$ cat config.mk
export PLATFORM = sky130hd
export DESIGN_NAME = pct_regs
export DESIGN_NICKNAME = d
export VERILOG_FILES = /design/src/hdl/pct_pkg.sv /design/src/hdl/pct_regs.sv
export VERILOG_INCLUDE_DIRS = /design/src /design/src/hdl
export SDC_FILE = /design/constraint.sdc
export NUM_CORES = 1
export LEC_CHECK = 0
export BUFFER_PORTS_ARGS = -buffer_cell sky130_fd_sc_hd__buf_2
export CAP_MARGIN = 30
export CORE_UTILIZATION = 62
export DETAILED_ROUTE_END_ITERATION = 16
export GPL_ROUTABILITY_DRIVEN = 0
export PLACE_DENSITY = 0.85
export SYNTH_ARGS = -nofsm -noshare
export SYNTH_HDL_FRONTEND = slang
export SYNTH_SLANG_ARGS = --single-unit
$ cat constraint.sdc
create_clock -name i_clk -period 3.94 [get_ports i_clk]
set_input_delay 0.591 -clock i_clk [delete_from_list [all_inputs] [get_ports i_clk]]
set_output_delay 0.591 -clock i_clk [all_outputs]
set_load 0.01 [all_outputs]
$ cat src/hdl/pct_consts.svh
`ifndef PCT_CONSTS_SVH
`define PCT_CONSTS_SVH

// Register offsets
`define PCT_A_CONFIG_THREE      8'h1e
`define PCT_A_CTRL      8'h1f
`define PCT_A_TCH       8'h25
`define PCT_A_XTMR      8'h2c
`define PCT_A_ISTAT     8'h3a
`define PCT_A_IMASK     8'h3b

// Field positions, config_three
`define PCT_B_EXT_FD    11
`define PCT_B_ROBUST    9
`define PCT_B_FAST      8
`define PCT_B_PAD_IRQ   7
`define PCT_B_FORCE_IRQ 6
`define PCT_B_FAIL      2
`define PCT_B_DONE      1
`define PCT_B_LAUNCH    0

// Field positions, reset_control
`define PCT_B_FULL_RST  15
`define PCT_B_RESTART   14

// Field positions, interrupt status and mask
`define PCT_I_DONE      0
`define PCT_I_FAIL      1
`define PCT_I_XTO       2
`define PCT_IRQ_W       3

// Writable masks and reset values
`define PCT_CONFIG_THREE_RW     16'h0bc1
`define PCT_CTRL_RW     16'hc000
`define PCT_TCH_RST     16'h0400
`define PCT_XTMR_RST    16'h141f
`define PCT_DONE_RST    1'b1

// Timing
`define PCT_CLK_NS      10
`define PCT_MS_NS       1000000
`define PCT_MS_CYCLES   (`PCT_MS_NS / `PCT_CLK_NS)
`define PCT_STEP_MS     32
`define PCT_MAX_MS      480

`endif

$ cat src/hdl/pct_pkg.sv
`default_nettype none
package pct_pkg;

    // Cable test engine
    typedef enum logic {
        CT_IDLE = 1'b0,
        CT_RUN  = 1'b1
    } pct_ct_e;

    // Robust crossover timer
    typedef enum logic {
        XT_IDLE = 1'b0,
        XT_RUN  = 1'b1
    } pct_xt_e;

endpackage
`default_nettype wire

$ cat src/hdl/pct_regs.sv
// Implementation choice: strobed register access.
`timescale 1ns/100ps
`default_nettype none
`include "pct_consts.svh"

// Summary of operation
// Extended duplex forces full with forced-100 partner
// Bit 9 enables robust crossover resolution
// Bit 8 enables fast crossover resolution
// Bit 7 makes pad interrupt output
// Bit 6 forces interrupt pin asserted
// Reserved read-only bits ignore writes, read zero
// Writing bit 0 launches cable test
// Done bit reads completion, resets to one
// Fail bit reads test failure, resets zero
// Bit 15 full reset with registers, self-clears
// Bit 14 restart keeping registers, self-clears
// Lane field bit 7 drives all lanes
// Bits 6:5 pick single lane A-D
// Timer field sets 32 ms steps, reset 0xF
// Software enables robust mode before timer use
// Software preserves reserved bits by read-modify-write
module pct_regs
    import pct_pkg::*;
#(
    parameter int P_MS_CYCLES = `PCT_MS_CYCLES
) (
    // Clock and reset
    input  wire logic        i_clk,
    input  wire logic        i_rst,
    // Register port
    input  wire logic [7:0]  i_addr,
    input  wire logic [15:0] i_wdata,
    input  wire logic        i_wr,
    input  wire logic        i_rd,
    output logic      [15:0] o_rdata,
    // Duplex resolution
    input  wire logic        i_partner_forced_100,
    input  wire logic        i_std_duplex_full,
    output logic             o_duplex_full,
    // Crossover resolution
    input  wire logic        i_xover_resolving,
    output logic             o_robust_xover_en,
    output logic             o_fast_xover_en,
    output logic             o_xover_timeout,
    // Cable reflectometry engine
    output logic             o_cable_test_launch,
    input  wire logic        i_cable_test_end,
    input  wire logic        i_cable_test_bad,
    // Device resets
    output logic             o_full_reset,
    output logic             o_restart,
    // Test lanes A..D
    output logic      [3:0]  o_test_lane_en,
    // Shared interrupt / power-down pad
    input  wire logic        i_pad_in,
    output logic             o_pad_out,
    output logic             o_pad_oe_n,
    output logic             o_powerdown,
    // Interrupt
    output logic             o_irq
);

    localparam int DW = (P_MS_CYCLES > 1) ? $clog2(P_MS_CYCLES) : 1;
    localparam logic [DW-1:0] C_DIV_LAST = DW'(P_MS_CYCLES - 1);

    typedef struct packed {
        logic [15:0]          config_three;
        logic                 done;
        logic                 fail;
        pct_ct_e              ct;
        logic                 launch;
        logic                 full_rst;
        logic                 restart;
        logic [15:0]          tch;
        logic [3:0]           lanes;
        logic [15:0]          xtmr;
        logic [`PCT_IRQ_W-1:0] istat;
        logic [`PCT_IRQ_W-1:0] imask;
        logic [15:0]          rdata;
        logic [DW-1:0]        div;
        pct_xt_e              xt;
        logic [9:0]           xms;
        logic                 xto;
        logic                 dup;
        logic                 pad_s1;
        logic                 pad_s2;
        logic                 pwdn;
    } pct_state_s;

    function automatic pct_state_s pct_defaults();
        pct_state_s st;
        st      = '0;
        st.done = `PCT_DONE_RST;
        st.fail = 1'b0;
        st.ct   = CT_IDLE;
        st.xt   = XT_IDLE;
        st.tch  = `PCT_TCH_RST;
        st.lanes = pct_lanes(st.tch[7:5]);
        st.xtmr = `PCT_XTMR_RST;
        return st;
    endfunction

    // Lane enables from the 3-bit select field
    function automatic logic [3:0] pct_lanes(input logic [2:0] sel);
        logic [3:0] l;
        l = 4'h0;
        if (sel[2]) begin
            l = 4'hf;
        end else begin
            l[sel[1:0]] = 1'b1;
        end
        return l;
    endfunction

    // Timeout length in ms: (code + 1) steps of 32 ms, top code capped
    function automatic logic [9:0] pct_xover_ms(input logic [3:0] code);
        logic [9:0] ms;
        ms = 10'(code) * 10'(`PCT_STEP_MS) + 10'(`PCT_STEP_MS);
        // Top code would otherwise run one step past the longest span
        if (ms > 10'(`PCT_MAX_MS)) begin
            ms = 10'(`PCT_MAX_MS);
        end
        return ms;
    endfunction

    // Strobe qualified by one register offset
    function automatic logic pct_hit(
        input logic       strobe,
        input logic [7:0] addr,
        input logic [7:0] offs
    );
        return strobe && (addr == offs);
    endfunction

    // Readable view of config_three: stored bits plus engine status
    function automatic logic [15:0] pct_config_three_view(
        input logic [15:0] config_three,
        input logic        done,
        input logic        fail
    );
        logic [15:0] v;
        v = config_three & `PCT_CONFIG_THREE_RW;
        v[`PCT_B_DONE] = done;
        v[`PCT_B_FAIL] = fail;
        return v;
    endfunction

    // Readable view of reset_control: only the self-clearing bits
    function automatic logic [15:0] pct_ctrl_view(
        input logic full_rst,
        input logic restart
    );
        logic [15:0] v;
        v = 16'h0000;
        v[`PCT_B_FULL_RST] = full_rst;
        v[`PCT_B_RESTART] = restart;
        return v;
    endfunction

    // Extended ability only widens the standard decision
    function automatic logic pct_duplex(
        input logic ext_fd,
        input logic forced_100,
        input logic std_full
    );
        return (ext_fd && forced_100) || std_full;
    endfunction

    // Sticky status; an event in the clearing cycle survives
    function automatic logic [`PCT_IRQ_W-1:0] pct_sticky(
        input logic [`PCT_IRQ_W-1:0] old_bits,
        input logic [`PCT_IRQ_W-1:0] clr_bits,
        input logic [`PCT_IRQ_W-1:0] set_bits
    );
        return (old_bits & ~clr_bits) | set_bits;
    endfunction

    pct_state_s q;
    pct_state_s s;
    pct_state_s d;

    logic                  tick;
    logic                  xactive;
    logic [`PCT_IRQ_W-1:0] iset;
    logic [`PCT_IRQ_W-1:0] iclr;
    logic                  irq_any;
    logic                  wr_config_three;
    logic                  wr_ctrl;
    logic                  wr_tch;
    logic                  wr_xtmr;
    logic                  wr_imask;
    logic                  rd_config_three;
    logic                  rd_ctrl;
    logic                  rd_tch;
    logic                  rd_xtmr;
    logic                  rd_istat;
    logic                  rd_imask;

    always_comb begin
        // A pending full reset reloads defaults; a bus write in that cycle still lands on them
        s = q.full_rst ? pct_defaults() : q;
        d = s;
        iset = '0;
        iclr = '0;
        d.rdata = 16'h0000;
        d.launch = 1'b0;
        d.xto = 1'b0;
        d.full_rst = 1'b0;
        d.restart = 1'b0;

        // Offset decode, shared with the cable test engine
        wr_config_three  = pct_hit(i_wr, i_addr, `PCT_A_CONFIG_THREE);
        wr_ctrl  = pct_hit(i_wr, i_addr, `PCT_A_CTRL);
        wr_tch   = pct_hit(i_wr, i_addr, `PCT_A_TCH);
        wr_xtmr  = pct_hit(i_wr, i_addr, `PCT_A_XTMR);
        wr_imask = pct_hit(i_wr, i_addr, `PCT_A_IMASK);
        rd_config_three  = pct_hit(i_rd, i_addr, `PCT_A_CONFIG_THREE);
        rd_ctrl  = pct_hit(i_rd, i_addr, `PCT_A_CTRL);
        rd_tch   = pct_hit(i_rd, i_addr, `PCT_A_TCH);
        rd_xtmr  = pct_hit(i_rd, i_addr, `PCT_A_XTMR);
        rd_istat = pct_hit(i_rd, i_addr, `PCT_A_ISTAT);
        rd_imask = pct_hit(i_rd, i_addr, `PCT_A_IMASK);

        // Register writes
        if (wr_config_three) begin
            d.config_three = i_wdata & `PCT_CONFIG_THREE_RW;
        end else if (wr_ctrl) begin
            d.full_rst = i_wdata[`PCT_B_FULL_RST];
            d.restart = i_wdata[`PCT_B_RESTART];
        end else if (wr_tch) begin
            d.tch = i_wdata;
        end else if (wr_xtmr) begin
            d.xtmr = i_wdata;
        end else if (wr_imask) begin
            d.imask = i_wdata[`PCT_IRQ_W-1:0];
        end

        // Lane enables kept in a flop, so the pins never glitch
        d.lanes = pct_lanes(d.tch[7:5]);

        // Register reads, answered next cycle
        if (rd_config_three) begin
            d.rdata = pct_config_three_view(s.config_three, s.done, s.fail);
        end else if (rd_ctrl) begin
            d.rdata = pct_ctrl_view(s.full_rst, s.restart);
        end else if (rd_tch) begin
            d.rdata = s.tch;
        end else if (rd_xtmr) begin
            d.rdata = s.xtmr;
        end else if (rd_istat) begin
            d.rdata = {13'h0000, s.istat};
            iclr = s.istat;
        end else if (rd_imask) begin
            d.rdata = {13'h0000, s.imask};
        end

        // Cable test engine
        case (s.ct)
            CT_IDLE: begin
                if (wr_config_three && i_wdata[`PCT_B_LAUNCH]) begin
                    d.ct = CT_RUN;
                    d.launch = 1'b1;
                    d.done = 1'b0;
                    d.fail = 1'b0;
                end
            end
            CT_RUN: begin
                // Relaunch while running is ignored
                if (s.restart) begin
                    d.ct = CT_IDLE;
                    d.done = 1'b1;
                    d.fail = 1'b1;
                    iset[`PCT_I_DONE] = 1'b1;
                    iset[`PCT_I_FAIL] = 1'b1;
                end else if (i_cable_test_end) begin
                    d.ct = CT_IDLE;
                    d.done = 1'b1;
                    d.fail = i_cable_test_bad;
                    iset[`PCT_I_DONE] = 1'b1;
                    iset[`PCT_I_FAIL] = i_cable_test_bad;
                end
            end
            default: begin
                d.ct = CT_IDLE;
            end
        endcase

        // Millisecond divider
        tick = (s.div == C_DIV_LAST);
        d.div = tick ? '0 : s.div + DW'(1);

        // Timer only counts in robust mode
        xactive = s.config_three[`PCT_B_ROBUST] && i_xover_resolving &&
                  !s.restart;
        if (!xactive) begin
            d.xt = XT_IDLE;
            d.xms = 10'h000;
        end else begin
            case (s.xt)
                XT_IDLE: begin
                    d.xt = XT_RUN;
                    d.xms = 10'h000;
                end
                XT_RUN: begin
                    if (tick) begin
                        if (s.xms + 10'h001 == pct_xover_ms(s.xtmr[3:0])) begin
                            d.xto = 1'b1;
                            d.xms = 10'h000;
                            iset[`PCT_I_XTO] = 1'b1;
                        end else begin
                            d.xms = s.xms + 10'h001;
                        end
                    end
                end
                default: begin
                    d.xt = XT_IDLE;
                end
            endcase
        end

        // Sticky status, set beats read-clear
        d.istat = pct_sticky(s.istat, iclr, iset);

        // Duplex decision
        d.dup = pct_duplex(s.config_three[`PCT_B_EXT_FD], i_partner_forced_100,
                           i_std_duplex_full);

        // Pad input synchroniser; pad is active low
        d.pad_s1 = i_pad_in;
        d.pad_s2 = s.pad_s1;
        d.pwdn = !s.config_three[`PCT_B_PAD_IRQ] && !s.pad_s2;
    end

    always_ff @(posedge i_clk) begin
        if (i_rst) begin
            q <= pct_defaults();
        end else begin
            q <= d;
        end
    end

    assign irq_any = |(q.istat & q.imask);
    assign o_irq = irq_any || q.config_three[`PCT_B_FORCE_IRQ];
    assign o_pad_oe_n = !q.config_three[`PCT_B_PAD_IRQ];
    assign o_pad_out = !o_irq;
    assign o_powerdown = q.pwdn;
    assign o_rdata = q.rdata;
    assign o_duplex_full = q.dup;
    assign o_robust_xover_en = q.config_three[`PCT_B_ROBUST];
    assign o_fast_xover_en = q.config_three[`PCT_B_FAST];
    assign o_xover_timeout = q.xto;
    assign o_cable_test_launch = q.launch;
    assign o_full_reset = q.full_rst;
    assign o_restart = q.restart;
    assign o_test_lane_en = q.lanes;

endmodule // pct_regs

`default_nettype wire

# Word level (Yosys, flattened, before mapping)

Cells that the tools add are included.

Reductions and logical operators: 34
Bitwise gates (word level): 9
$add $sub $neg: 3
Equal/unequal tests: 8
Magnitude comparators: 3
Muxes and demuxes: 47

Operators by type and width:

| cell                                                 | number |
|---|---|
| 2-to-1 mux 16 bit                                    | 10 |
| 2-to-1 mux 109 bit                                   | 1 |
| 2-to-1 mux 10 bit                                    | 5 |
| 2-to-1 mux 3 bit                                     | 14 |
| == test 8 x 6 -> 1 bit (second input constant)       | 4 |
| 2-to-1 mux 12 bit                                    | 2 |
| 2-to-1 mux 11 bit                                    | 2 |
| one-hot mux 10 bit (2 select lines)                  | 1 |
| adder 17 x 1 -> 17 bit (second input constant)       | 1 |
| == test 17 bit (second input constant)               | 1 |
| logical AND 1 bit                                    | 17 |
| == test 8 x 5 -> 1 bit (second input constant)       | 2 |
| OR reduction 2 bit                                   | 6 |
| adder 10 x 1 -> 10 bit (second input constant)       | 1 |
| adder 9 x 6 -> 10 bit (second input constant)        | 1 |
| == test 10 bit                                       | 1 |
| > comparator 10 x 9 -> 1 bit (second input constant) | 1 |
| OR reduction 3 bit                                   | 3 |
| 2-to-1 mux 4 bit                                     | 2 |
| AND 3 bit                                            | 2 |
| 2-to-1 mux 2 bit                                     | 3 |
| one-hot mux 3 bit (2 select lines)                   | 1 |
| zero test 1 bit                                      | 5 |
| 2-to-1 mux 1 bit                                     | 5 |
| other kinds (8)                                      | 13 |

Output and inout bits: 31
Flip-flop bits (word level): 103
Input port bits: 34
Word-level logic and storage cells: 128

# Depth between registers and ports, before layout

Depth in word-level cells: 13
Depth in mapped cells: 12
Gate-level depth less buffers: 9

# Worst setup path before layout

Ideal clock, no wire load.

Path kind: register to register
Start point: reg q (netlist bit o_full_reset)
End point: reg q[19] (netlist name)
Buffers on the path: 5
Arrival: 2662 ps
Required time: 3875 ps
Path slack: 1213 ps
Stages on the path, launching flop included: 13
Clock period less this slack: 2727 ps
Setup time: 65 ps
Cell sequence: dfxtp_1 buf_2 buf_2 buf_2 buf_1 nor2b_1 ha_1 and4b_1 nand4_1 nor2_1 or2_2 clkbuf_1 nor2_1

Longest elaborated chain between the ends: 3
Elaborated cells between the ends (all ways): 4

Ends and longest elaborated chain:

| what                                                                           | line            | source |
|---|---|---|
| start, declared                                                                | pct_regs.sv:179 | `pct_state_s q;` |
| start signal, assigned                                                         | pct_regs.sv:337 | `q <= pct_defaults();` |
| 2-to-1 mux 109 bit *                                                           | pct_regs.sv:202 | `s = q.full_rst ? pct_defaults() : q;` |
| parallel branches: the longest is 2 deep, another holds adder 17 x 1 -> 17 bit | --              |  |

Every way passes the cells marked *.
A chain may end at the register's enable or synchronous reset.

# Worst setup path after layout

Start point: reg q (netlist bit o_full_reset)
End point: reg q[11] (netlist name)

Longest elaborated chain between the ends: 11
Elaborated cells between the ends (all ways): 19

Ends and longest elaborated chain:

| what                                | line            | source |
|---|---|---|
| 2-to-1 mux 109 bit *                | pct_regs.sv:202 |  |
| adder 9 x 6 -> 10 bit               | pct_regs.sv:119 | `` ms = 10'(code) * 10'(`PCT_STEP_MS) + 10'(`PCT_STEP_MS); `` |
| > comparator 10 x 9 -> 1 bit        | pct_regs.sv:121 | `` if (ms > 10'(`PCT_MAX_MS)) begin `` |
| 2-to-1 mux 10 bit                   | pct_regs.sv:121 |  |
| 2-to-1 mux 10 bit                   | pct_regs.sv:306 | `if (tick) begin` |
| 2-to-1 mux 10 bit                   | pct_regs.sv:300 | `case (s.xt)` |
| 2-to-1 mux 10 bit                   | pct_regs.sv:296 | `if (!xactive) begin` |
| == test 10 bit                      | pct_regs.sv:307 | `if (s.xms + 10'h001 == pct_xover_ms(s.xtmr[3:0])) begin` |
| 2-to-1 mux 10 bit                   | pct_regs.sv:307 |  |
| 2-to-1 mux 11 bit                   | pct_regs.sv:306 |  |
| one-hot mux 10 bit (2 select lines) | pct_regs.sv:300 |  |

Mark *: on every way between the ends. The rest lies on a longest branch, timed or not. The select of a mux whose other input is x is not followed.

==> metrics.md <==
| Metric | Value |
|---|---|
| TritonCTS clock tree | `done` |
| Synth top area cells | `dfxtp_1 (43%), nor2_1 (5.4%), a21oi_1 (5.1%)` |
| XOR/XNOR Fraction of Synth Area | `under 10%` |
| Global-route wire length before repair | `18.7 mm` |
| Post-CTS Resized | `0` |
| DR vias/cell | `around 6.1` |
| Synth Area in Compound Gates | `14.2%` |
| Antenna violations before repair | `0` |
| Synth Area in Simple Gates | `29.8%` |
| Run status | `finished, final reports clean` |
| Row cnt | `31` |
| Clk sinks | `103` |
| Worst reg2reg path depth | `8` |
| Net Count, Synth | `618` |
| Ant. Diodes | `0` |
| Area Overhead vs Synth | `8.29%` |
| H-Tree Depth | `3` |
| Worst Tran Pin Value | `0.838 ns` |
| Flops & latches, synth | `about 100` |
| Share of layout cells above drive strength 1 | `between 15 and 20%` |
| Post-Syn Area | `0.00485 sq mm` |
| Post-DP HPWL | `approximately 7.9 mm` |
| Hold worst-path end | `q[1]$_SDFF_PP0_` |
| Post-CTS Setup Inserts | `0` |
| IO Pins | `65` |
| Die Area | `0.00817 sq mm` |
| Worst Hold Class | `register to register` |
| Sequential area share after synthesis | `42.6%` |
| P per Cell Area | `330 mW/mm^2` |
| FF-to-FF End | `q[11]$_SDFF_PP0_` |
| Clk_lat worst skew | `about 0.37 ns` |
| Hold Crit Depth | `2` |
| Cts bufs inserted | `9` |
| Number of synthesized flops with an enable pin | `0` |
| Final net count | `between 600 and 700` |
| Hold Buf Count CTS | `0` |
| Vias in the first global route | `4009` |
| Setup crit start kind | `register` |
| Clk root buf | `clkbuf_8` |
| Area share of the largest cell type after synthesis | `42.6%` |
| Cell variety after synth | `63` |
| Worst r2r src | `o_full_reset$_SDFF_PP0_` |
| FFs w/ async S/R, synth | `0%` |
| CP Buf/Inv Count | `0` |
| Fin crit share | `approximately 72%` |
| Max-cap violations | `0` |
| Crit end category | `register` |
| Peak VDD IR | `0.251 mV` |
| R2R Setup Slk | `1.09 ns` |
| Crit-path cells | `or2_2 > ha_1 > and3b_1 > or3_4 > a211oi_2 > o211ai_2 > a211oi_2 > nor3_1` |
| Synth Instances | `~580` |
| Starting Density | `around two thirds` |
| Grt total ovfl | `0` |
| RSZ-0062 raised after global routing | `no` |
| Skew final | `0.0117 ns` |
| Slew HR | `44.2%` |
| Setup TNS | `0 ns` |
| Fmax | `351 MHz` |
| Vias | `4353` |
| Die W | `about 90 microns` |
| Crit-path max FO | `45` |
| Synth Area per Inst | `between 8 and 9 sq um` |
| YS warnings | `0` |
| P_leak | `2.01 nW` |
| Antenna Nets Post-Route | `0` |
| Most used cell, CP | `a211oi_2` |
| Routed Wire Length | `about 11 mm` |
| CTS Buffer Depth | `2` |
| CP delay by family, top | `simple AND/OR/NAND/NOR gates` |
| Hold path start | `q[2]$_SDFF_PP0_` |
| Slew Viols, Final | `0` |
| Min Tclk post-route | `2.85 ns` |
| Largest family of logic cells by synthesized area | `simple AND/OR/NAND/NOR gates` |
| All-Layer GR Usage | `roughly 29%` |
| Most used flip-flop cell after synthesis | `dfxtp_1` |
| Mux cell area share after synthesis | `1.45%` |
| Largest net degree at the start of global routing | `61` |
| Clock-pin transition on the worst setup and hold timing paths | `0.10 ns` |
| CP max stage cell | `dfxtp_2` |
| Routed WL per cell | `around 16 microns` |
| I/O Buffers | `64` |
| Final Hold Fails | `0` |
| Die Ht | `approximately 90 microns` |
| Post-synthesis adder-cell area fraction | `less than 1%` |
| Final setup viols | `0` |
| Leading area contributor after synthesis | `dfxtp_1` |
| Max incr delay on CP | `0.58 ns` |
| WHS | `between 0.4 and 0.5 ns` |
| Starting DRT DRC Count | `roughly 420` |
| Drt first pass iters | `5` |
| Crit path arrival time | `3.09 ns` |
| Kind of critical path | `register to register` |
| Residual DRC | `0` |
| Core area | `0.00741 sq mm` |
| Critical path required time | `4.18 ns` |
-- worst reg2reg max path: stages (launching register included) --
cell      delay, ns
dfxtp_2        0.58
or2_2          0.45
ha_1           0.24
and3b_1        0.18
or3_4          0.37
a211oi_2       0.21
o211ai_2       0.14
a211oi_2       0.43
nor3_1         0.12
-- layer usage --
layer	up-vias	GRT usage [%]	part of all wire [%]
li1	2079	-	-
met1	2047	38.4	43
met4	0	11.8	2.7
met2	196	44.7	46
met3	31	5.89	7.9
met5	-	0	0
-- state kept, by name (all words and copies together), names as in the netlist --
| name | cells |
|---|---|
| o_full_reset | 1 |
| o_restart | 1 |
| o_duplex_full | 1 |
| o_rdata | 16 |
| o_cable_test_launch | 1 |
| o_robust_xover_en | 1 |
| o_xover_timeout | 1 |
| o_test_lane_en | 4 |
| o_powerdown | 1 |
| q | 75 |
| o_fast_xover_en | 1 |
-- cell usage after synthesis (all sizes together), types with 2 or more instances --
| master | number |
|---|---|
| nand2 | 58 |
| inv | 12 |
| xnor2 | 17 |
| nor2 | 70 |
| nand4 | 7 |
| nor4 | 16 |
| nor3b | 13 |
| nand3b | 2 |
| dfxtp | 103 |
| o21bai | 8 |
| a21oi | 49 |
| and2 | 3 |
| and3b | 2 |
| a22oi | 7 |
| a21o | 5 |
| and3 | 6 |
| o22ai | 2 |
| and4b | 2 |
| o21ai | 12 |
| nor2b | 15 |
| nor3 | 26 |
| mux2i | 7 |
| or3 | 7 |
| nor4b | 3 |
| or4 | 2 |
| buf | 31 |
| xor2 | 8 |
| o311ai | 3 |
| a211oi | 2 |
| clkbuf | 19 |
| a222oi | 3 |
| nand2b | 2 |
| nand4b | 2 |
| nand3 | 27 |
| o211ai | 4 |
| or2 | 10 |
| ha | 3 |
| o211a | 2 |
-- placed cells by master (no fill, tap or decap), types with 3 or more instances in the layout --
cell type and n:
nor3_1 23, mux2i_1 7, dfxtp_1 102, nand4_1 5, nor4b_1 3, o21ai_0 9, a222oi_1 3, nor2b_1 14
clkbuf_8 10, a21o_1 5, ha_1 3, buf_2 64, o21bai_1 8, a21oi_1 49, inv_1 12, xor2_1 8
or2_1 3, o311ai_0 3, and3_1 6, nor4_1 15, nand2_1 58, nor2_1 70, nor3b_1 13, nand3_1 26
or3_1 5, xnor2_1 17, buf_4 7, or2_2 7, and2_1 3, a22oi_1 7
-- area by class of cell --
cell class | count | area [sq um]
tap | 99 | 124
timing repair buffer | 71 | 373
clock inverter | 5 | 41.3
sequential | 103 | 2060
inverter | 13 | 48.8
fill | 592 | 2160
multi-input combinational | 415 | 2460
clock buffer | 10 | 138
-- cells by family (layout without fill, tap and decap cells) --
family / count (synthesis) / in the layout
and+or+nand+nor: 274 / 274
AOI/OAI and AO/OA: 106 / 106
DFF: 103 / 103
buffers and inverters: 63 / 99
xor gates and xnor gates: 25 / 25
muxes: 7 / 7
adders and majority gates: 3 / 3
-- power by group --
part	switching, mW	internal, mW	total, mW
logic	0.0477	0.0262	0.0739
clock network	0.362	0.249	0.611
registers	0.00301	1.05	1.05
-- stage by stage --
step / utilization [%] / total power [mW] / worst slack [ns] / cells / area [sq um]
floorplan: - / 1.11 / 1.21 / 581 / 4850
global placement: 68.4 / 1.14 / 1.23 / 701 / 5070
detailed placement: 68.4 / 1.15 / 1.11 / 701 / 5070
CTS: 70.8 / 1.74 / 1.11 / 716 / 5250
global route: 70.8 / 1.80 / 0.924 / 716 / 5250
finish: 70.8 / 1.73 / 1.09 / 716 / 5250
-- worst max-delay path by stage --
stage / start / end / slack, ns / cells past startpoint
floorplan: o_full_reset$_SDFF_PP0_ / q[19]$_SDFF_PP0_ / 1.21 / 12
global placement: o_full_reset$_SDFF_PP0_ / q[12]$_SDFF_PP0_ / 1.23 / 8
detailed placement: o_full_reset$_SDFF_PP0_ / q[11]$_SDFF_PP0_ / 1.11 / 8
CTS: o_full_reset$_SDFF_PP0_ / q[11]$_SDFF_PP0_ / 1.11 / 8
global route: o_full_reset$_SDFF_PP0_ / q[11]$_SDFF_PP0_ / 0.92 / 8
finish: o_full_reset$_SDFF_PP0_ / q[11]$_SDFF_PP0_ / 1.09 / 8
Power figures use the tool's default switching activity.
